**src/tuner_pm_pkg.sv**
```systemverilog
package tuner_pm_pkg;

  // Register widths
  localparam int DIAG_W = 3;
  localparam int XDIV_W = 5;

  // Diagnostic select codes
  localparam logic [DIAG_W-1:0] DIAG_LO_TO_TEST = 3'h7;
  localparam logic [DIAG_W-1:0] DIAG_DET_VOLT = 3'h4;

  // Power-on defaults
  localparam logic RST_SOFT_SOFT_POWERDOWN_BIT = 1'b0;
  localparam logic RST_STANDBY = 1'b0;
  localparam logic RST_DET_EN = 1'b0;
  localparam logic [DIAG_W-1:0] RST_DIAG = 3'h0;
  localparam logic [XDIV_W-1:0] RST_XDIV = 5'h01;

  // Input synchroniser depth
  localparam int SYNC_STAGES = 3;

  typedef enum logic [1:0] {
    MODE_NORMAL,
    MODE_SHUTDOWN,
    MODE_POWERDOWN,
    MODE_STANDBY
  } pm_mode_t;

  // Host-visible configuration held across low-power modes
  typedef struct packed {
    logic soft_powerdown_bit;
    logic standby_select_bit;
    logic detector_enable;
    logic [DIAG_W-1:0] diag_sel;
    logic [XDIV_W-1:0] xtal_div;
  } cfg_t;

  // Domain enables handed to the analog side
  typedef struct packed {
    logic signal_path_on;
    logic serial_if_on;
    logic xtal_osc_on;
    logic ref_buf_on;
    logic ref_div_on;
  } dom_en_t;

  typedef struct packed {
    logic [SYNC_STAGES-1:0] off_sync;
    logic off_n_stable;
    cfg_t cfg;
    pm_mode_t mode;
    dom_en_t dom;
    logic lo_to_test;
    logic det_volt_mode;
    logic det_out_en;
  } pm_state_t;

endpackage : tuner_pm_pkg

```
**src/tuner_power_mode_control.sv**
```systemverilog
`timescale 1ns/1ps
`default_nettype none
module tuner_power_mode_control
  import tuner_pm_pkg::*;
(
  // Clock and power-on reset
  input wire logic clk,
  input wire logic sys_rst,

  // Shutdown pin, from outside the clock domain
  input wire logic hw_off_n_pin,

  // Register write port from the serial interface
  input wire logic cfg_wr,
  input wire cfg_t cfg_wdata,

  // Configuration readback
  output var cfg_t cfg_rdata,

  // Mode and domain enables
  output var pm_mode_t mode,
  output var dom_en_t dom_en,

  // Diagnostics
  output logic lo_to_test,
  output logic det_volt_mode,
  output logic det_out_en,

  // Write handshake, same cycle as the strobe
  output logic wr_accepted
);

  localparam cfg_t CFG_DEFAULT = '{
    soft_powerdown_bit: RST_SOFT_SOFT_POWERDOWN_BIT,
    standby_select_bit: RST_STANDBY,
    detector_enable: RST_DET_EN,
    diag_sel: RST_DIAG,
    xtal_div: RST_XDIV
  };

  // Every domain running, as after power-on
  localparam dom_en_t DOM_ALL_ON = '{
    signal_path_on: 1'b1,
    serial_if_on: 1'b1,
    xtal_osc_on: 1'b1,
    ref_buf_on: 1'b1,
    ref_div_on: 1'b1
  };

  // Whole block state, registered as one word
  pm_state_t s_q;
  pm_state_t s_d;
  logic hw_off;
  logic wr_ok;

  // Pin outranks both soft bits unless detector_enable is set; power-down outranks standby
  function automatic pm_mode_t decode_mode(
    input logic off,
    input cfg_t c
  );
    pm_mode_t m;

    m = MODE_NORMAL;
    if (off)
    begin
      m = MODE_SHUTDOWN;
    end
    else if (c.soft_powerdown_bit)
    begin
      m = MODE_POWERDOWN;
    end
    else if (c.standby_select_bit)
    begin
      m = MODE_STANDBY;
    end

    return m;
  endfunction : decode_mode

  function automatic dom_en_t domains(
    input pm_mode_t m,
    input logic [XDIV_W-1:0] xd
  );
    dom_en_t d;

    d = '0;
    unique case (m)
      MODE_NORMAL:
      begin
        d = DOM_ALL_ON;
      end

      MODE_SHUTDOWN:
      begin
        // Interface off too: the host cannot reach the block
        d.signal_path_on = 1'b0;
        d.serial_if_on = 1'b0;
        d.xtal_osc_on = 1'b0;
        d.ref_buf_on = 1'b0;
        d.ref_div_on = 1'b0;
      end

      MODE_POWERDOWN:
      begin
        d.signal_path_on = 1'b0;
        d.serial_if_on = 1'b1;
        d.xtal_osc_on = 1'b0;
        d.ref_buf_on = 1'b0;
        d.ref_div_on = 1'b0;
      end

      MODE_STANDBY:
      begin
        d.signal_path_on = 1'b0;
        d.serial_if_on = 1'b1;
        d.xtal_osc_on = 1'b1;
        d.ref_buf_on = 1'b1;
        d.ref_div_on = 1'b1;
      end
    endcase

    // A zero divide ratio disables the reference buffer
    if (xd == '0)
    begin
      d.ref_buf_on = 1'b0;
      d.ref_div_on = 1'b0;
    end

    return d;
  endfunction : domains

  // Diagnostic select decode, shared by the test and detector paths
  function automatic logic diag_is(
    input cfg_t c,
    input logic [DIAG_W-1:0] code
  );
    logic hit;

    hit = (c.diag_sel == code);
    return hit;
  endfunction : diag_is

  // Both late stages must agree before the pin level is believed
  assign hw_off = ~s_q.off_n_stable & ~s_q.cfg.detector_enable;
  // Writes need the serial interface up, so power-down still accepts them
  assign wr_ok = cfg_wr & s_q.dom.serial_if_on;

  always_comb
  begin
    s_d = s_q;

    // Three-flop pin synchroniser; late two stages must agree
    s_d.off_sync = {s_q.off_sync[SYNC_STAGES-2:0], hw_off_n_pin};
    if (s_q.off_sync[SYNC_STAGES-1] == s_q.off_sync[SYNC_STAGES-2])
    begin
      s_d.off_n_stable = s_q.off_sync[SYNC_STAGES-1];
    end

    // Only writes change configuration; mode changes never touch it
    if (wr_ok)
    begin
      s_d.cfg = cfg_wdata;
    end

    s_d.mode = decode_mode(hw_off, s_d.cfg);
    s_d.dom = domains(s_d.mode, s_d.cfg.xtal_div);

    // Route only while the signal path runs
    s_d.lo_to_test = diag_is(s_d.cfg, DIAG_LO_TO_TEST)
                     & s_d.dom.signal_path_on;
    s_d.det_volt_mode = diag_is(s_d.cfg, DIAG_DET_VOLT);
    // Detector drives its pin only while the signal path runs
    s_d.det_out_en = s_d.cfg.detector_enable
                     & s_d.dom.signal_path_on;
  end

  // Reset stands for the supply coming up; nothing else loads defaults
  always_ff @(posedge clk or posedge sys_rst)
  begin
    if (sys_rst)
    begin
      // Pin assumed high, so no false shutdown after power-on
      s_q.off_sync <= '1;
      s_q.off_n_stable <= 1'b1;
      s_q.cfg <= CFG_DEFAULT;
      s_q.mode <= MODE_NORMAL;
      s_q.dom <= DOM_ALL_ON;
      s_q.lo_to_test <= 1'b0;
      s_q.det_volt_mode <= 1'b0;
      s_q.det_out_en <= 1'b0;
    end
    else
    begin
      s_q <= s_d;
    end
  end

  // Registered outputs straight from state
  assign cfg_rdata = s_q.cfg;
  assign mode = s_q.mode;
  assign dom_en = s_q.dom;
  assign lo_to_test = s_q.lo_to_test;
  assign det_volt_mode = s_q.det_volt_mode;
  assign det_out_en = s_q.det_out_en;

  // Handshake is combinational so the strobe cycle sees it
  assign wr_accepted = wr_ok;

endmodule : tuner_power_mode_control
`default_nettype wire

```
**config.mk**
```make
export PLATFORM = sky130hd
export DESIGN_NAME = tuner_power_mode_control
export DESIGN_NICKNAME = d
export VERILOG_FILES = /design/src/tuner_pm_pkg.sv /design/src/tuner_power_mode_control.sv
export SDC_FILE = /design/constraint.sdc
export NUM_CORES = 1
export LEC_CHECK = 0
export BUFFER_PORTS_ARGS = -buffer_cell sky130_fd_sc_hd__clkbuf_2
export CAP_MARGIN = 20
export CORE_MARGIN = 5
export CORE_UTILIZATION = 40
export DETAILED_ROUTE_END_ITERATION = 10
export PLACE_DENSITY_LB_ADDON = 0.05
export SYNTH_ARGS = -nofsm -noshare
export SYNTH_HDL_FRONTEND = slang
export SYNTH_SLANG_ARGS = --single-unit
export TNS_END_PERCENT = 1
```
**constraint.sdc**
```tcl
create_clock -name clk -period 4.4 [get_ports clk]
set_input_delay 0.22 -clock clk [delete_from_list [all_inputs] [get_ports clk]]
set_output_delay 0.22 -clock clk [all_outputs]
set_load 0.03 [all_outputs]
```
==> flow_summary.rst <==
.. list-table::
   :header-rows: 1

   * - Metric
     - Value
   * - Outcome
     - completed
   * - Total die area
     - around 3700 um2
   * - Routability Congestion
     - 0.657
   * - Cts-stage hold buffer count
     - 1
   * - Antenna violation net count after detailed routing
     - 0
   * - Number of antenna diodes
     - 0
   * - Remaining global-route overflow
     - 0
   * - Number of fill cells in the layout
     - 247
   * - Htree depth
     - 1
   * - Ys flop type
     - sky130_fd_sc_hd__dfrtp_1
   * - Async set-or-reset flop fraction in the synthesized netlist
     - 100%
   * - DPL Wire Length
     - 1310 um
   * - Hold WS
     - between 0.05 and 0.06 ns
   * - Post-CTS Setup Repair Bufs
     - 0
   * - Setup Skew
     - 0.00619 ns
   * - Buffers added on ports
     - 36
   * - VDD IR-drop max
     - 0.327 mV
   * - Post-route total power
     - roughly 0.80 mW
   * - Nature of the critical path startpoint
     - flip-flop
   * - Static Leakage
     - 0.597 nW
   * - Number of register bits inferred by synthesis
     - 24
   * - Number of nets produced by synthesis
     - 95
   * - Count of mapped cells out of synthesis
     - a little under 80
   * - Insertion delay to the later sink of the worst-skew pair
     - slightly above 0.3 ns
   * - Number of max-cap violations
     - 0
   * - Least-Margin Pin Slew
     - around 0.87 ns
   * - Net switching power figure
     - roughly 0.32 mW
   * - Via count of the first global-routing pass
     - 620
   * - Top-level I/O count
     - 37
   * - Min-Delay Path Class
     - input port to async pin
   * - Min Tclk post-route
     - between 2 and 2.5 ns
   * - Endpoint of the most critical register-to-register path
     - lo_to_test
   * - Number of clock sinks
     - 24
   * - Post-detailed-route wirelength per cell
     - around 13 um
   * - Fin util
     - a little under half
   * - Average cell area after synthesis
     - ~13 um2
   * - Int Pwr
     - ~0.49 mW
   * - Proportion of power drawn by combinational gates
     - about 40%
   * - First-pass GRT wire length
     - 2700 um
   * - Cell breakdown of the critical path
     - nand2_1 > mux2i_1 > inv_1 > o22ai_1 > ha_1 > nor4b_1
   * - Fraction of final layout cells with drive strength greater than 1
     - 56.0%
   * - Initial core utilization
     - 41.7%
   * - Count of yosys warnings during synthesis
     - 0
   * - Share of power burned in registers
     - about two fifths
   * - Post-route cell area
     - 1160 um2
   * - Nature of the critical path endpoint
     - flip-flop
   * - Data arrival time at the worst-slack endpoint
     - approximately 2.4 ns
   * - Total via count in the routed design
     - just under 600
   * - Total length of routed wires
     - about 1700 um
   * - CTS clock-pin slew for the worst setup and hold paths
     - ~0.13 ns
   * - Standard cell area after detailed placement
     - 1100 um2
   * - DRC Markers
     - 0
   * - Core Rows
     - 18
   * - DRC marker count from the first detailed-route iteration
     - 13
   * - Number of buffers inserted during clock tree synthesis
     - 3
   * - Setup Viol. Count Final
     - 0
   * - Overall routing resource usage
     - between 10% and 20%
   * - Floorplan Core Area
     - about 2500 um2
   * - Inst Count DP
     - around 130
   * - Die extent in y
     - between 60 and 70 um
   * - Horiz. Die Dim
     - roughly 61 um
   * - CP Class
     - flip-flop to flip-flop
   * - Worst setup slack for register-to-register paths
     - approximately 2.3 ns
   * - Initial antenna violation count
     - 0
   * - Number of vias per cell
     - approximately 4.5
   * - RSZ-0062 raised after global routing
     - no
   * - Largest net degree at the start of global routing
     - 25
   * - Pre-CTS setup slack
     - 2.19 ns
   * - Least setup slack across all paths after layout
     - around 2.3 ns
   * - Post-layout net count
     - between 100 and 150
   * - Fraction of the cycle the final worst path needs
     - 48.8%
   * - Post-CTS resize count
     - 0
   * - Sequential area share after synthesis
     - between 50% and 60%
   * - Depth of the worst register-to-register path
     - 6
   * - Netlist Area Pre-Place
     - ~1000 um2
   * - Final-report max-slew violation count
     - 0
   * - Root cell of the clock tree
     - sky130_fd_sc_hd__clkbuf_4
   * - Crit Path Max Fanout
     - 14
   * - Library cell contributing the largest single delay on the critical path
     - sky130_fd_sc_hd__dfstp_2
   * - Final non-filler cell total
     - 130
   * - CTS tree
     - yes
   * - Final Hold Violating Endpoints
     - 0
   * - Worst endpoint required time
     - between 4 and 5 ns
   * - Pwr/cell area
     - a little under 700 nW/um2
   * - Number of distinct standard cells referenced by the synthesized netlist
     - 19
   * - Clock network fraction of design power
     - roughly a fifth
   * - Switching share of total power
     - 39.2%
   * - Peak clock frequency supported by timing
     - 0.465 GHz
   * - Slowest stage delay, CP
     - approximately 0.55 ns
   * - Max-slew headroom at the worst pin
     - 41.9%
   * - Count of TritonRoute iterations in the first routing pass
     - 4
   * - Reg-to-reg startpoint
     - dom_en[3]
   * - Bufs on Longest Clock Path
     - 2
   * - Post-route setup TNS
     - 0 ns
   * - Layout overhead on the synthesized area
     - 13.4%
   * - Number of flops mapped to enable cells by yosys
     - 0
==> layer usage <==
layer	track usage, %	wire (um)	up-vias
met2	15.3	820	21
met5	0	0	-
li1	-	-	282
met1	13.2	709	275
met3	2.98	147	2
met4	4.64	12	0
==> area by class of cell <==
class | instances | area, um2 | area share [%]
Sequential cell | 24 | 612 | 52.7
Multi-Input combinational cell | 28 | 243 | 20.9
Clock buffer | 3 | 22.5 | 1.94
Timing Repair Buffer | 37 | 190 | 16.4
Tap cell | 30 | 37.5 | 3.23
Inverter | 7 | 26.3 | 2.26
Clock inverter | 1 | 30.0 | 2.59
==> synth_stat cells, types with 2 or more instances <==
| cell | n | area share [%] |
|---|---|---|
| sky130_fd_sc_hd__buf_4 | 19 | 14 |
| sky130_fd_sc_hd__dfrtp_1 | 15 | 37 |
| sky130_fd_sc_hd__dfstp_2 | 9 | 23 |
| sky130_fd_sc_hd__inv_1 | 7 | 2.6 |
| sky130_fd_sc_hd__mux2_2 | 7 | 7.7 |
| sky130_fd_sc_hd__mux2i_1 | 4 | 3.9 |
| sky130_fd_sc_hd__and3_1 | 2 | 1.2 |
| sky130_fd_sc_hd__ha_1 | 2 | 2.4 |
| sky130_fd_sc_hd__o22a_1 | 2 | 1.7 |
| sky130_fd_sc_hd__o22ai_1 | 2 | 1.2 |
==> state kept, by name, indices dropped and copies added, names as in the netlist <==
signal and flops:
cfg_rdata 11, dom_en 4, mode 2, s_d 2
s_q 2, det_out_en 1, det_volt_mode 1, lo_to_test 1
==> placed cells by master (no fill, tap or decap), types with 2 or more instances in the layout <==
| master | synthesis | layout |
|---|---|---|
| sky130_fd_sc_hd__o22a_1 | 2 | 2 |
| sky130_fd_sc_hd__dfstp_2 | 9 | 9 |
| sky130_fd_sc_hd__and3_1 | 2 | 2 |
| sky130_fd_sc_hd__ha_1 | 2 | 2 |
| sky130_fd_sc_hd__mux2_2 | 7 | 7 |
| sky130_fd_sc_hd__mux2i_1 | 4 | 4 |
| sky130_fd_sc_hd__dfrtp_1 | 15 | 15 |
| sky130_fd_sc_hd__clkbuf_4 | 0 | 3 |
| sky130_fd_sc_hd__clkbuf_2 | 0 | 36 |
| sky130_fd_sc_hd__inv_1 | 7 | 7 |
| sky130_fd_sc_hd__o22ai_1 | 2 | 2 |
==> worst max-delay path, delay by kind of cell, from the launching register on <==
kind                       cells  cell delay (ns)
buffers and inverters          1             0.12
AOI/OAI and AO/OA              1             0.22
muxes                          1             0.39
and+or+nand+nor                2             0.56
adders and majority gates      1             0.22
DFF                            1             0.55
==> power by group through the flow <==
| stage | sequential (mW) | combinational, mW | clock, mW |
|---|---|---|---|
| 2_1_floorplan | 0.339 | 0.308 | 0 |
| 3_3_place_gp | 0.335 | 0.322 | 0 |
| 3_5_place_dp | 0.335 | 0.325 | 0 |
| 4_1_cts | 0.330 | 0.327 | 0.163 |
| 5_1_grt | 0.339 | 0.344 | 0.172 |
| 6_report | 0.329 | 0.320 | 0.156 |
==> worst max path at each step <==
stage | from | end
finish | dom_en[3] | lo_to_test
global route | dom_en[3] | lo_to_test
CTS | dom_en[3] | lo_to_test
detailed placement | dom_en[3] | lo_to_test
global placement | dom_en[3] | lo_to_test
floorplan | dom_en[3] | lo_to_test
==> cell families after synthesis <==
group | count (synthesis) | share of synthesized area [%]
buffers and inverters | 26 | 16.5
DFF | 24 | 59.8
muxes | 11 | 11.6
and+or+nand+nor | 10 | 5.75
AOI/OAI and AO/OA | 4 | 2.93
adders and majority gates | 3 | 3.42
(Power assumes the default switching activity.)
